### config.mk
export PLATFORM = sky130hd
export DESIGN_NAME = itsdc_cmd_exec_flat
export DESIGN_NICKNAME = d
export VERILOG_FILES = /design/src/itsdc_pkg.sv /design/src/itsdc_if.sv /design/src/itsdc_cmd_exec.sv /design/src/flat_wrapper.sv
export VERILOG_INCLUDE_DIRS = /design/src
export SDC_FILE = /design/constraint.sdc
export NUM_CORES = 1
export LEC_CHECK = 0
export BUFFER_PORTS_ARGS = -buffer_cell sky130_fd_sc_hd__buf_4
export CAP_MARGIN = 20
export CORE_AREA = 5 5 183 185
export CTS_BUF_LIST = sky130_fd_sc_hd__clkbuf_8
export CTS_CLUSTER_SIZE = 12
export DETAILED_ROUTE_END_ITERATION = 16
export DIE_AREA = 0 0 188 190
export RECOVER_POWER = 50
export SYNTH_ARGS = -nofsm -noshare
export SYNTH_HDL_FRONTEND = slang
export SYNTH_SLANG_ARGS = --single-unit
### constraint.sdc
create_clock -name REF_CLK -period 3.8 [get_ports REF_CLK]
set_input_delay 0.19 -clock REF_CLK [delete_from_list [all_inputs] [get_ports REF_CLK]]
set_output_delay 0.19 -clock REF_CLK [all_outputs]
set_load 0.05 [all_outputs]
### src/itsdc_consts.svh
// Constants for the translation-service command interpreter
`ifndef ITSDC_CONSTS_SVH
`define ITSDC_CONSTS_SVH
`define ITSDC_PKT_BYTES       32
`define ITSDC_OPC_LSB         0
`define ITSDC_OPC_MSB         7
`define ITSDC_OPC_DROP        8'h0F
`define ITSDC_OPC_PEND        8'h03
`define ITSDC_OPC_EVREF       8'h0C
`define ITSDC_OPC_COLREF      8'h0D
`define ITSDC_DEV_LSB         32
`define ITSDC_DEV_MSB         63
`define ITSDC_EVT_LSB         0
`define ITSDC_EVT_MSB         31
`define ITSDC_COL_LSB         0
`define ITSDC_COL_MSB         15
`define ITSDC_PTR_RESET       16'h0000
`endif

### src/itsdc_pkg.sv
// Types shared by both ends of the command interpreter link
package itsdc_pkg;
   typedef enum logic [1:0] {
      ITSDC_TBL_DEVICE,
      ITSDC_TBL_TRANS,
      ITSDC_TBL_COLL,
      ITSDC_TBL_TRANS_WR
   } itsdc_tbl_t;
   typedef enum logic [2:0] {
      ITSDC_RD_NONE,
      ITSDC_RD_CLEAR,
      ITSDC_RD_SET,
      ITSDC_RD_INV_EVENT,
      ITSDC_RD_INV_COLL
   } itsdc_rdop_t;
   typedef enum logic [1:0] {
      ITSDC_ERR_IGNORE,
      ITSDC_ERR_STALL,
      ITSDC_ERR_EXECUTE
   } itsdc_errmode_t;
endpackage

### src/itsdc_if.sv
// Link between the command interpreter and the table memory / redistributor side
`timescale 1ns/1ps
interface itsdc_if;
   // Table access
   logic                     tbl_req;
   itsdc_pkg::itsdc_tbl_t    tbl_kind;
   logic [31:0]              tbl_index;
   logic [31:0]              tbl_base;
   logic                     tbl_ack;
   logic                     tbl_valid;
   logic [4:0]               tbl_size;
   logic [31:0]              tbl_base_out;
   logic [15:0]              tbl_coll;
   logic                     tbl_virtual;
   // Redistributor request
   logic                     rd_req;
   itsdc_pkg::itsdc_rdop_t   rd_op;
   logic [15:0]              rd_coll;
   logic [31:0]              rd_intid;
   logic                     rd_ack;
   logic                     rd_ok;
   modport dev  (output tbl_req, tbl_kind, tbl_index, tbl_base, rd_req, rd_op, rd_coll, rd_intid,
                 input tbl_ack, tbl_valid, tbl_size, tbl_base_out, tbl_coll, tbl_virtual, rd_ack, rd_ok);
   modport far  (input tbl_req, tbl_kind, tbl_index, tbl_base, rd_req, rd_op, rd_coll, rd_intid,
                 output tbl_ack, tbl_valid, tbl_size, tbl_base_out, tbl_coll, tbl_virtual, rd_ack, rd_ok);
endinterface

### src/itsdc_cmd_exec.sv
// Command interpreter: drop, set-pending, event refresh and collection refresh
`timescale 1ns/1ps
`include "itsdc_consts.svh"
//
// What this block does
// Packet is four doublewords, opcode byte zero
// Drop code 0x0F, device high, event low
// Drop clears pending at target redistributor
// Drop also refreshes that event's caches
// Drop writes translation entry back invalid
// Set-pending code 0x03, same field layout
// Set-pending marks interrupt pending at target
// Event refresh code 0x0C, same layout
// Event refresh identical for physical, virtual
// Collection refresh code 0x0D, collection in dw2
// Collection refresh invalidates whole collection everywhere
// Device identifier above maximum is error
// Invalid device-table entry is error
// Event beyond table size is error
// Invalid translation entry error; drop still writes
// Unmapped collection target is error
// Unmapped virtual processor on refresh is error
// Bad or unmapped collection on refresh error
// System error pulse when capable and erring
// Advance read pointer, wrapping at queue end
// On error, ignore-and-advance or execute anyway; here execute mode stops at the fault and advances like ignore
// Or stall, flag set, until retry
// Strictly in-order, one command at once
module itsdc_cmd_exec #(
   parameter int DEV_BITS  = 16,
   parameter int COL_BITS  = 8,
   parameter int PTR_BITS  = 16
) (
   // Clock and reset
   input  wire logic                  REF_CLK,
   input  wire logic                  RST_N,
   // Queue and command
   input  wire logic                  CMD_VALID,
   input  wire logic [255:0]          CMD_PACKET,
   input  wire logic [PTR_BITS-1:0]   QUEUE_ENTRIES,
   output logic                       CMD_TAKEN,
   output logic [PTR_BITS-1:0]        QUEUE_READ_POINTER,
   output logic                       STALLED,
   // Configuration
   input  wire logic                  SYSTEM_ERROR_CAPABLE,
   input  wire itsdc_pkg::itsdc_errmode_t ERR_MODE,
   input  wire logic                  RETRY,
   output logic                       SYSTEM_ERROR,
   output logic                       BUSY,
   // Far side
   itsdc_if.dev                       link
);
   typedef enum logic [2:0] {
      ST_IDLE, ST_DEV, ST_TRANS, ST_COLL, ST_REDIST, ST_WRBACK, ST_DONE, ST_STALL
   } itsdc_state_t;

   itsdc_state_t              state;
   itsdc_state_t              next_state;
   logic [7:0]                opc;
   logic [7:0]                next_opc;
   logic [31:0]               dev_id;
   logic [31:0]               next_dev_id;
   logic [31:0]               evt_id;
   logic [31:0]               next_evt_id;
   logic [15:0]               col_id;
   logic [15:0]               next_col_id;
   logic [31:0]               tt_base;
   logic [31:0]               next_tt_base;
   logic                      err;
   logic                      next_err;
   logic                      tbl_req;
   logic                      next_tbl_req;
   itsdc_pkg::itsdc_tbl_t     tbl_kind;
   itsdc_pkg::itsdc_tbl_t     next_tbl_kind;
   logic [31:0]               tbl_index;
   logic [31:0]               next_tbl_index;
   logic                      rd_req;
   logic                      next_rd_req;
   itsdc_pkg::itsdc_rdop_t    rd_op;
   itsdc_pkg::itsdc_rdop_t    next_rd_op;
   logic [31:0]               rd_intid;
   logic [31:0]               next_rd_intid;
   logic [PTR_BITS-1:0]       next_ptr;
   logic                      next_taken;
   logic                      next_stalled;
   logic                      next_serr;

   // Event beyond 2^(size+1) entries
   function automatic logic evt_oor(input logic [31:0] e, input logic [4:0] sz);
      logic [5:0] bits;
      bits = {1'b0, sz} + 6'd1;
      evt_oor = (bits < 6'd32) && ((e >> bits) != 32'h0000_0000);
   endfunction

   function automatic logic known_opc(input logic [7:0] o);
      known_opc = (o == `ITSDC_OPC_DROP) || (o == `ITSDC_OPC_PEND) ||
                  (o == `ITSDC_OPC_EVREF) || (o == `ITSDC_OPC_COLREF);
   endfunction

   assign link.tbl_req   = tbl_req;
   assign link.tbl_kind  = tbl_kind;
   assign link.tbl_index = tbl_index;
   assign link.tbl_base  = tt_base;
   assign link.rd_req    = rd_req;
   assign link.rd_op     = rd_op;
   assign link.rd_coll   = col_id;
   assign link.rd_intid  = rd_intid;

   ////////////////////////////////////////////////////////////////////////////////
   always_comb
   begin
      next_state    = state;
      next_opc      = opc;
      next_dev_id   = dev_id;
      next_evt_id   = evt_id;
      next_col_id   = col_id;
      next_tt_base  = tt_base;
      next_err      = err;
      next_tbl_req  = 1'b0;
      next_tbl_kind = tbl_kind;
      next_tbl_index = tbl_index;
      next_rd_req   = 1'b0;
      next_rd_op    = rd_op;
      next_rd_intid = rd_intid;
      next_ptr      = QUEUE_READ_POINTER;
      next_taken    = 1'b0;
      next_stalled  = STALLED;
      next_serr     = 1'b0;
      case (state)
         ST_IDLE:
         begin
            if (CMD_VALID)
            begin
               // Unknown codes belong to other units; they are simply skipped
               next_opc    = CMD_PACKET[`ITSDC_OPC_MSB:`ITSDC_OPC_LSB];
               next_dev_id = CMD_PACKET[`ITSDC_DEV_MSB:`ITSDC_DEV_LSB];
               next_evt_id = CMD_PACKET[64+`ITSDC_EVT_MSB:64+`ITSDC_EVT_LSB];
               next_col_id = CMD_PACKET[128+`ITSDC_COL_MSB:128+`ITSDC_COL_LSB];
               next_err    = 1'b0;
               if (!known_opc(CMD_PACKET[`ITSDC_OPC_MSB:`ITSDC_OPC_LSB]))
                  next_state = ST_DONE;
               else if (CMD_PACKET[`ITSDC_OPC_MSB:`ITSDC_OPC_LSB] == `ITSDC_OPC_COLREF)
               begin
                  if ((CMD_PACKET[128+`ITSDC_COL_MSB:128+`ITSDC_COL_LSB] >> COL_BITS) != 16'h0000)
                  begin
                     next_err   = 1'b1;
                     next_state = ST_DONE;
                  end
                  else
                  begin
                     next_tbl_req   = 1'b1;
                     next_tbl_kind  = itsdc_pkg::ITSDC_TBL_COLL;
                     next_tbl_index = {16'h0000, CMD_PACKET[128+`ITSDC_COL_MSB:128+`ITSDC_COL_LSB]};
                     next_state     = ST_COLL;
                  end
               end
               else if ((CMD_PACKET[`ITSDC_DEV_MSB:`ITSDC_DEV_LSB] >> DEV_BITS) != 32'h0000_0000)
               begin
                  next_err   = 1'b1;
                  next_state = ST_DONE;
               end
               else
               begin
                  next_tbl_req   = 1'b1;
                  next_tbl_kind  = itsdc_pkg::ITSDC_TBL_DEVICE;
                  next_tbl_index = CMD_PACKET[`ITSDC_DEV_MSB:`ITSDC_DEV_LSB];
                  next_state     = ST_DEV;
               end
            end
         end
         ST_DEV:
         begin
            if (link.tbl_ack)
            begin
               next_tt_base = link.tbl_base_out;
               if (!link.tbl_valid || evt_oor(evt_id, link.tbl_size))
               begin
                  next_err   = 1'b1;
                  next_state = ST_DONE;
               end
               else
               begin
                  next_tbl_req   = 1'b1;
                  next_tbl_kind  = itsdc_pkg::ITSDC_TBL_TRANS;
                  next_tbl_index = evt_id;
                  next_state     = ST_TRANS;
               end
            end
         end
         ST_TRANS:
         begin
            if (link.tbl_ack)
            begin
               next_col_id   = link.tbl_coll;
               next_rd_intid = link.tbl_base_out;
               if (!link.tbl_valid)
               begin
                  next_err   = 1'b1;
                  next_state = (opc == `ITSDC_OPC_DROP) ? ST_WRBACK : ST_DONE;
                  next_tbl_req   = (opc == `ITSDC_OPC_DROP);
                  next_tbl_kind  = itsdc_pkg::ITSDC_TBL_TRANS_WR;
               end
               else
               begin
                  // Same request whether physical or virtual target
                  next_rd_req = 1'b1;
                  next_rd_op  = (opc == `ITSDC_OPC_DROP) ? itsdc_pkg::ITSDC_RD_CLEAR :
                                (opc == `ITSDC_OPC_PEND) ? itsdc_pkg::ITSDC_RD_SET :
                                itsdc_pkg::ITSDC_RD_INV_EVENT;
                  next_state  = ST_REDIST;
               end
            end
         end
         ST_COLL:
         begin
            if (link.tbl_ack)
            begin
               if (!link.tbl_valid)
               begin
                  next_err   = 1'b1;
                  next_state = ST_DONE;
               end
               else
               begin
                  next_rd_req = 1'b1;
                  next_rd_op  = itsdc_pkg::ITSDC_RD_INV_COLL;
                  next_state  = ST_REDIST;
               end
            end
         end
         ST_REDIST:
         begin
            if (link.rd_ack)
            begin
               if (!link.rd_ok)
                  next_err = 1'b1;
               if (opc == `ITSDC_OPC_DROP)
               begin
                  next_tbl_req  = 1'b1;
                  next_tbl_kind = itsdc_pkg::ITSDC_TBL_TRANS_WR;
                  next_state    = ST_WRBACK;
               end
               else
                  next_state = ST_DONE;
            end
         end
         ST_WRBACK:
         begin
            if (link.tbl_ack)
               next_state = ST_DONE;
         end
         ST_DONE:
         begin
            next_serr = err && SYSTEM_ERROR_CAPABLE;
            if (err && ERR_MODE == itsdc_pkg::ITSDC_ERR_STALL)
            begin
               next_stalled = 1'b1;
               next_state   = ST_STALL;
            end
            else
            begin
               // Ignore and execute both advance; execution already ran up to the fault
               next_taken = 1'b1;
               next_ptr   = (QUEUE_READ_POINTER + 1'b1 >= QUEUE_ENTRIES) ? PTR_BITS'(`ITSDC_PTR_RESET) :
                            PTR_BITS'(QUEUE_READ_POINTER + 1'b1);
               next_state = ST_IDLE;
            end
         end
         ST_STALL:
         begin
            if (RETRY)
            begin
               next_stalled = 1'b0;
               next_state   = ST_IDLE;
            end
         end
         default:
            next_state = ST_IDLE;
      endcase
   end

   always_ff @(posedge REF_CLK)
   begin
      if (!RST_N)
      begin
         state              <= ST_IDLE;
         opc                <= 8'h00;
         dev_id             <= 32'h0000_0000;
         evt_id             <= 32'h0000_0000;
         col_id             <= 16'h0000;
         tt_base            <= 32'h0000_0000;
         err                <= 1'b0;
         tbl_req            <= 1'b0;
         tbl_kind           <= itsdc_pkg::ITSDC_TBL_DEVICE;
         tbl_index          <= 32'h0000_0000;
         rd_req             <= 1'b0;
         rd_op              <= itsdc_pkg::ITSDC_RD_NONE;
         rd_intid           <= 32'h0000_0000;
         QUEUE_READ_POINTER <= PTR_BITS'(`ITSDC_PTR_RESET);
         CMD_TAKEN          <= 1'b0;
         STALLED            <= 1'b0;
         SYSTEM_ERROR       <= 1'b0;
         BUSY               <= 1'b0;
      end
      else
      begin
         state              <= next_state;
         opc                <= next_opc;
         dev_id             <= next_dev_id;
         evt_id             <= next_evt_id;
         col_id             <= next_col_id;
         tt_base            <= next_tt_base;
         err                <= next_err;
         tbl_req            <= next_tbl_req;
         tbl_kind           <= next_tbl_kind;
         tbl_index          <= next_tbl_index;
         rd_req             <= next_rd_req;
         rd_op              <= next_rd_op;
         rd_intid           <= next_rd_intid;
         QUEUE_READ_POINTER <= next_ptr;
         CMD_TAKEN          <= next_taken;
         STALLED            <= next_stalled;
         SYSTEM_ERROR       <= next_serr;
         BUSY               <= (next_state != ST_IDLE);
      end
   end
endmodule

### src/flat_wrapper.sv
// flat-port wrapper written by rule: the top's interface ports become plain ports
module itsdc_cmd_exec_flat 
#(
   parameter int DEV_BITS  = 16,
   parameter int COL_BITS  = 8,
   parameter int PTR_BITS  = 16
)
  (REF_CLK, RST_N, CMD_VALID, CMD_PACKET, QUEUE_ENTRIES, CMD_TAKEN, QUEUE_READ_POINTER, STALLED, SYSTEM_ERROR_CAPABLE, ERR_MODE, RETRY, SYSTEM_ERROR, BUSY, link_tbl_req, link_tbl_kind, link_tbl_index, link_tbl_base, link_rd_req, link_rd_op, link_rd_coll, link_rd_intid, link_tbl_ack, link_tbl_valid, link_tbl_size, link_tbl_base_out, link_tbl_coll, link_tbl_virtual, link_rd_ack, link_rd_ok);
  itsdc_if link_i ();
  input  wire logic REF_CLK;
  input  wire logic RST_N;
  input  wire logic CMD_VALID;
  input  wire logic [255:0] CMD_PACKET;
  input  wire logic [PTR_BITS-1:0] QUEUE_ENTRIES;
  output logic CMD_TAKEN;
  output logic [PTR_BITS-1:0] QUEUE_READ_POINTER;
  output logic STALLED;
  input  wire logic SYSTEM_ERROR_CAPABLE;
  input  wire itsdc_pkg::itsdc_errmode_t ERR_MODE;
  input  wire logic RETRY;
  output logic SYSTEM_ERROR;
  output logic BUSY;
  output wire logic [$bits(link_i.tbl_req)-1:0] link_tbl_req;
  output wire logic [$bits(link_i.tbl_kind)-1:0] link_tbl_kind;
  output wire logic [$bits(link_i.tbl_index)-1:0] link_tbl_index;
  output wire logic [$bits(link_i.tbl_base)-1:0] link_tbl_base;
  output wire logic [$bits(link_i.rd_req)-1:0] link_rd_req;
  output wire logic [$bits(link_i.rd_op)-1:0] link_rd_op;
  output wire logic [$bits(link_i.rd_coll)-1:0] link_rd_coll;
  output wire logic [$bits(link_i.rd_intid)-1:0] link_rd_intid;
  input wire logic [$bits(link_i.tbl_ack)-1:0] link_tbl_ack;
  input wire logic [$bits(link_i.tbl_valid)-1:0] link_tbl_valid;
  input wire logic [$bits(link_i.tbl_size)-1:0] link_tbl_size;
  input wire logic [$bits(link_i.tbl_base_out)-1:0] link_tbl_base_out;
  input wire logic [$bits(link_i.tbl_coll)-1:0] link_tbl_coll;
  input wire logic [$bits(link_i.tbl_virtual)-1:0] link_tbl_virtual;
  input wire logic [$bits(link_i.rd_ack)-1:0] link_rd_ack;
  input wire logic [$bits(link_i.rd_ok)-1:0] link_rd_ok;
  assign link_tbl_req = link_i.tbl_req;
  assign link_tbl_kind = link_i.tbl_kind;
  assign link_tbl_index = link_i.tbl_index;
  assign link_tbl_base = link_i.tbl_base;
  assign link_rd_req = link_i.rd_req;
  assign link_rd_op = link_i.rd_op;
  assign link_rd_coll = link_i.rd_coll;
  assign link_rd_intid = link_i.rd_intid;
  assign link_i.tbl_ack = link_tbl_ack;
  assign link_i.tbl_valid = link_tbl_valid;
  assign link_i.tbl_size = link_tbl_size;
  assign link_i.tbl_base_out = link_tbl_base_out;
  assign link_i.tbl_coll = link_tbl_coll;
  assign link_i.tbl_virtual = link_tbl_virtual;
  assign link_i.rd_ack = link_rd_ack;
  assign link_i.rd_ok = link_rd_ok;
  itsdc_cmd_exec #(.DEV_BITS(DEV_BITS), .COL_BITS(COL_BITS), .PTR_BITS(PTR_BITS)) u_core (.REF_CLK(REF_CLK), .RST_N(RST_N), .CMD_VALID(CMD_VALID), .CMD_PACKET(CMD_PACKET), .QUEUE_ENTRIES(QUEUE_ENTRIES), .CMD_TAKEN(CMD_TAKEN), .QUEUE_READ_POINTER(QUEUE_READ_POINTER), .STALLED(STALLED), .SYSTEM_ERROR_CAPABLE(SYSTEM_ERROR_CAPABLE), .ERR_MODE(ERR_MODE), .RETRY(RETRY), .SYSTEM_ERROR(SYSTEM_ERROR), .BUSY(BUSY), .link(link_i));
endmodule
==> impl_metrics.toml <==
[setup_path]
cp_slowest_cell = "dfxtp_2"
critPathKind = "flip-flop to flip-flop"
cp_slowest_stage_delay_ns = 0.42
worstSetupPathDepth = 14
critPathCaptureType = "flip-flop"
critical_path.endpoint = "u_core.QUEUE_READ_POINTER[8]$_SDFFE_PN0P_"
critical_path_origin = "u_core.QUEUE_READ_POINTER[0]$_SDFFE_PN0P_"
critical_path.reg2reg.startpoint = "u_core.QUEUE_READ_POINTER[0]$_SDFFE_PN0P_"
cp_num_buf_inv = 2
setup.reg_to_reg.worst_slack_ns = 0.34
critical_path.top_delay_family = "simple AND/OR/NAND/NOR gates"
crit_chain = "ha_1 > inv_1 > nor3b_2 > nand3_1 > or2_2 > or2_2 > xnor2_1 > ha_1 > nor2_1 > o211ai_1 > o22ai_1 > buf_4 > a21oi_1 > o22ai_1"
critical_path_required_ns = 4.23
cp_data_arrival_time_ns = 3.89
cp_max_fo = 9
startpoint_type = "flip-flop"
r2r-end = "u_core.QUEUE_READ_POINTER[8]$_SDFFE_PN0P_"
ff2ff_path_depth = 14

[detailed_routing]
detailroute.via_count = 9752
residual_drc = 0
via_per_inst = 4.94
ant_nets = 0
drt_pass1_iterations = 5
routedWlPerCell_um = 17.5
totalWireLength_mm = 34.6
initialDrtViolationCount = 590

[grt]
grt_start_max_net_pins = 88
grt_pass1_wl_mm = 53.5
antenna_found_initial = 4
grt_pass1_vias = 9550
global_route.overflow_total = 0
grt_util_all_layers_pct = 18.7

[placement]
io_buffer_count = 306
post-dp-hpwl_mm = 25.2
gp_congestion = 0.851
numPlacedInstances = 1864
placement.setup.worst_slack_ns = 0.233
area_post_placement_mm2 = 0.0120

[floorplanning]
initial_core_utilization_pct = 29.4
die_width_um = 188
area_enclosed_by_the_die_boundary_mm2 = 0.0357
rows = 66
dieHeight_um = 190
fp.coreArea_mm2 = 0.0319
boundaryPins = 476

[clock_network]
insertion_delay_ns = 0.50
tritoncts = "done"
clock_pin_slew_on_the_worst_setup_and_hold_paths_ns = 0.11
max-clock-path-buffers = 2
num_cts_buffers = 17
clock_tree.htree_level_count = 4
cts_num_sinks = 183
clk_root_buffer_cell = "clkbuf_8"

[finish]
syn_to_final_growth_pct = 34.8
area_of_all_placed_cells_without_fillers_mm2 = 0.0126
layout-drive-gt1-share_pct = 15.7
finish.utilization_pct = 39.6
final-instance-count-excl-fill = 1974
final_net_count = 1906

[synthesis]
number_of_register_bits_inferred_by_synthesis = 183
synth_area_mm2 = 0.00936
fraction_of_the_mapped_netlist_area_in_adder_cells_pct = 2.27
ys.warnings.count = 0
synth_edf_count = 0
synth.mux.area_fraction_pct = 9.49
number_of_nets_produced_by_synthesis = 1566
syn_avg_cell_area_um2 = 7.73
predominant_post_synthesis_flop_cell = "dfxtp_1"
synth_simple_gate_area_share_pct = 24.1
synth_compound_gate_area_share_pct = 18.0
main_combinational_cell_family_by_area_after_synthesis = "simple AND/OR/NAND/NOR gates"
postSynthCellCount = 1212
ys_types = 71
post_synth_xor_area_fraction_pct = 1.68
synth-async-reset-ratio_pct = 0
synth.yosys.seq_area_share_pct = 39.1

[power]
pwr_density_cell_mw_per_mm2 = 354
irDropWorstVdd_mv = 0.344
power_switching_share_pct = 35.2
leakage_nw = 4.90
netSwitchingPower_mw = 1.57
fin_total_pwr_mw = 4.47
comb_power_share_pct = 23.1
clock_group_share_of_total_power_pct = 29.8
cellInternalPower_mw = 2.90
seq_power_share_pct = 47.1

[hold_path]
hold_path_class = "input pin to flip-flop"

[sta]
final.period_utilization_pct = 91.1
final_setup_violation_count = 0
clock.fmax_ghz = 0.289
timing_max_transition_violations_final = 35
final.setup_skew_ns = 0.0200
rsz0062_at_grt = "false"
maxSlewHeadroom_pct = -13.9
timing.hold.ws_ns = 0.0528
setup_tns_ns = 0
finalHoldViolCount = 0
tightest_slew_ns = 1.71
finalCriticalPeriod_ns = 3.46
post-route-worst-setup-slack_ns = 0.336

[job]
cap_violations = 1

[status]
violations = "max-capacitance violations, max-slew violations"
status = "complete, but fails checks"
-- logic make-up after synthesis --
| family | Yosys count |
|---|---|
| DFF | 183 |
| buffers and inverters | 112 |
| AOI/OAI and AO/OA | 278 |
| and+or+nand+nor | 522 |
| xor gates and xnor gates | 18 |
| adders and majority gates | 17 |
| muxes | 82 |
-- cell usage in the layout, fill, tap and decap left out, types with 6 or more instances in the layout --
cell type      Yosys  final
nand2_1          354    353
buf_4              1    184
dfxtp_1          183    182
a21oi_1          145    145
clkbuf_1          66    140
dlygate4sd3_1      0     77
mux2i_1           70     70
nor2_1            54     52
o21ai_0           31     31
inv_1             29     29
a211oi_1          24     24
nand3_1           20     20
o211ai_1          18     18
ha_1              17     17
clkbuf_8           0     17
o22ai_1           14     14
or3_1             14     14
nor2b_1           13     13
nor3_1            13     12
xnor2_1           10     10
nor4_1             9      9
xor2_1             8      8
and3_1             8      8
nand2b_1           8      8
mux2_2             6      6
a2111oi_0          6      6
-- worst reg2reg max path, stage by stage (launching register included) --
cell and delay [ns]:
dfxtp_2 0.42, ha_1 0.23, inv_1 0.11, nor3b_2 0.27, nand3_1 0.18, or2_2 0.38
or2_2 0.32, xnor2_1 0.15, ha_1 0.21, nor2_1 0.16, o211ai_1 0.16, o22ai_1 0.28
buf_4 0.24, a21oi_1 0.08, o22ai_1 0.20
-- layout make-up --
cell class	count	area (um2)
Clock buffer	17	234
Fill cell	3433	19300
Sequential cell	183	3660
Antenna cell	1	2.50
Multi-Input combinational cell	917	5220
Timing Repair Buffer	403	2720
Tap cell	408	510
Inverter	30	115
Clock inverter	15	159
-- worst min-delay path by stage --
| stage | startpoint | end | cells after the start |
|---|---|---|---|
| detailed placement | u_core.link.tbl_base[16]$_SDFFE_PN0P_ | u_core.link.tbl_base[16]$_SDFFE_PN0P_ | 2 |
| global route | CMD_PACKET[131] | u_core.link.rd_coll[3]$_SDFFE_PN0P_ | 3 |
| global placement | CMD_PACKET[78] | u_core.evt_id[14]$_SDFFE_PN0P_ | 3 |
| floorplan | CMD_PACKET[64] | u_core.evt_id[0]$_SDFFE_PN0P_ | 2 |
| finish | CMD_PACKET[131] | u_core.link.rd_coll[3]$_SDFFE_PN0P_ | 3 |
| CTS | CMD_PACKET[131] | u_core.link.rd_coll[3]$_SDFFE_PN0P_ | 3 |
-- state kept, by name (all words and copies together) (netlist names), 8 cells and up --
name	flops
u_core.evt_id	32
u_core.link.rd_intid	32
u_core.link.tbl_base	32
u_core.link.tbl_index	32
u_core.QUEUE_READ_POINTER	16
u_core.link.rd_coll	16
u_core.opc	8
-- routing by layer --
| layer | share of wire (%) | vias to the layer above | GRT usage (%) |
|---|---|---|---|
| li1 | - | 4865 | - |
| met1 | 46 | 4513 | 24.9 |
| met2 | 44 | 324 | 28.8 |
| met3 | 7.1 | 44 | 5.93 |
| met4 | 2.2 | 6 | 6.49 |
| met5 | 0.12 | - | 0 |
-- repair_timing --
item,CTS,global route
gates resized for setup,0,3
buffers inserted,0,0
hold buffers,77,0
setup endpoints to repair,0,10
endpoints found under the hold margin,109,0
-- cells in the mapped netlist, drive strengths merged, types with 4 or more instances --
| master | count | area [um2] |
|---|---|---|
| clkbuf | 66 | 248 |
| nor3 | 14 | 75.1 |
| mux2i | 70 | 701 |
| xnor2 | 10 | 87.6 |
| or3 | 14 | 87.6 |
| inv | 29 | 109 |
| nand2 | 354 | 1330 |
| nand2b | 8 | 50.1 |
| nand3 | 20 | 100 |
| xor2 | 8 | 70.1 |
| mux2 | 8 | 93.8 |
| a22oi | 4 | 30.0 |
| o211ai | 18 | 135 |
| nor4 | 9 | 56.3 |
| nor2b | 13 | 81.3 |
| o21ai | 33 | 165 |
| and3 | 8 | 50.1 |
| or2 | 4 | 25.0 |
| buf | 16 | 140 |
| nand4 | 4 | 25.0 |
| dfxtp | 183 | 3660 |
| mux4 | 4 | 93.8 |
| a211oi | 25 | 193 |
| nor2 | 55 | 209 |
| a2111oi | 6 | 52.6 |
| ha | 17 | 213 |
| a21oi | 146 | 742 |
| o22ai | 14 | 87.6 |
-- power by group through the flow --
stage	clock (mW)	sequential, mW	combinational, mW
2_1_floorplan	0	2.29	0.464
6_report	1.33	2.11	1.03
4_1_cts	1.39	2.11	1.08
3_3_place_gp	0	2.15	1.00
5_1_grt	1.47	2.12	1.12
3_5_place_dp	0	2.15	1.01
(Power assumes the default switching activity.)
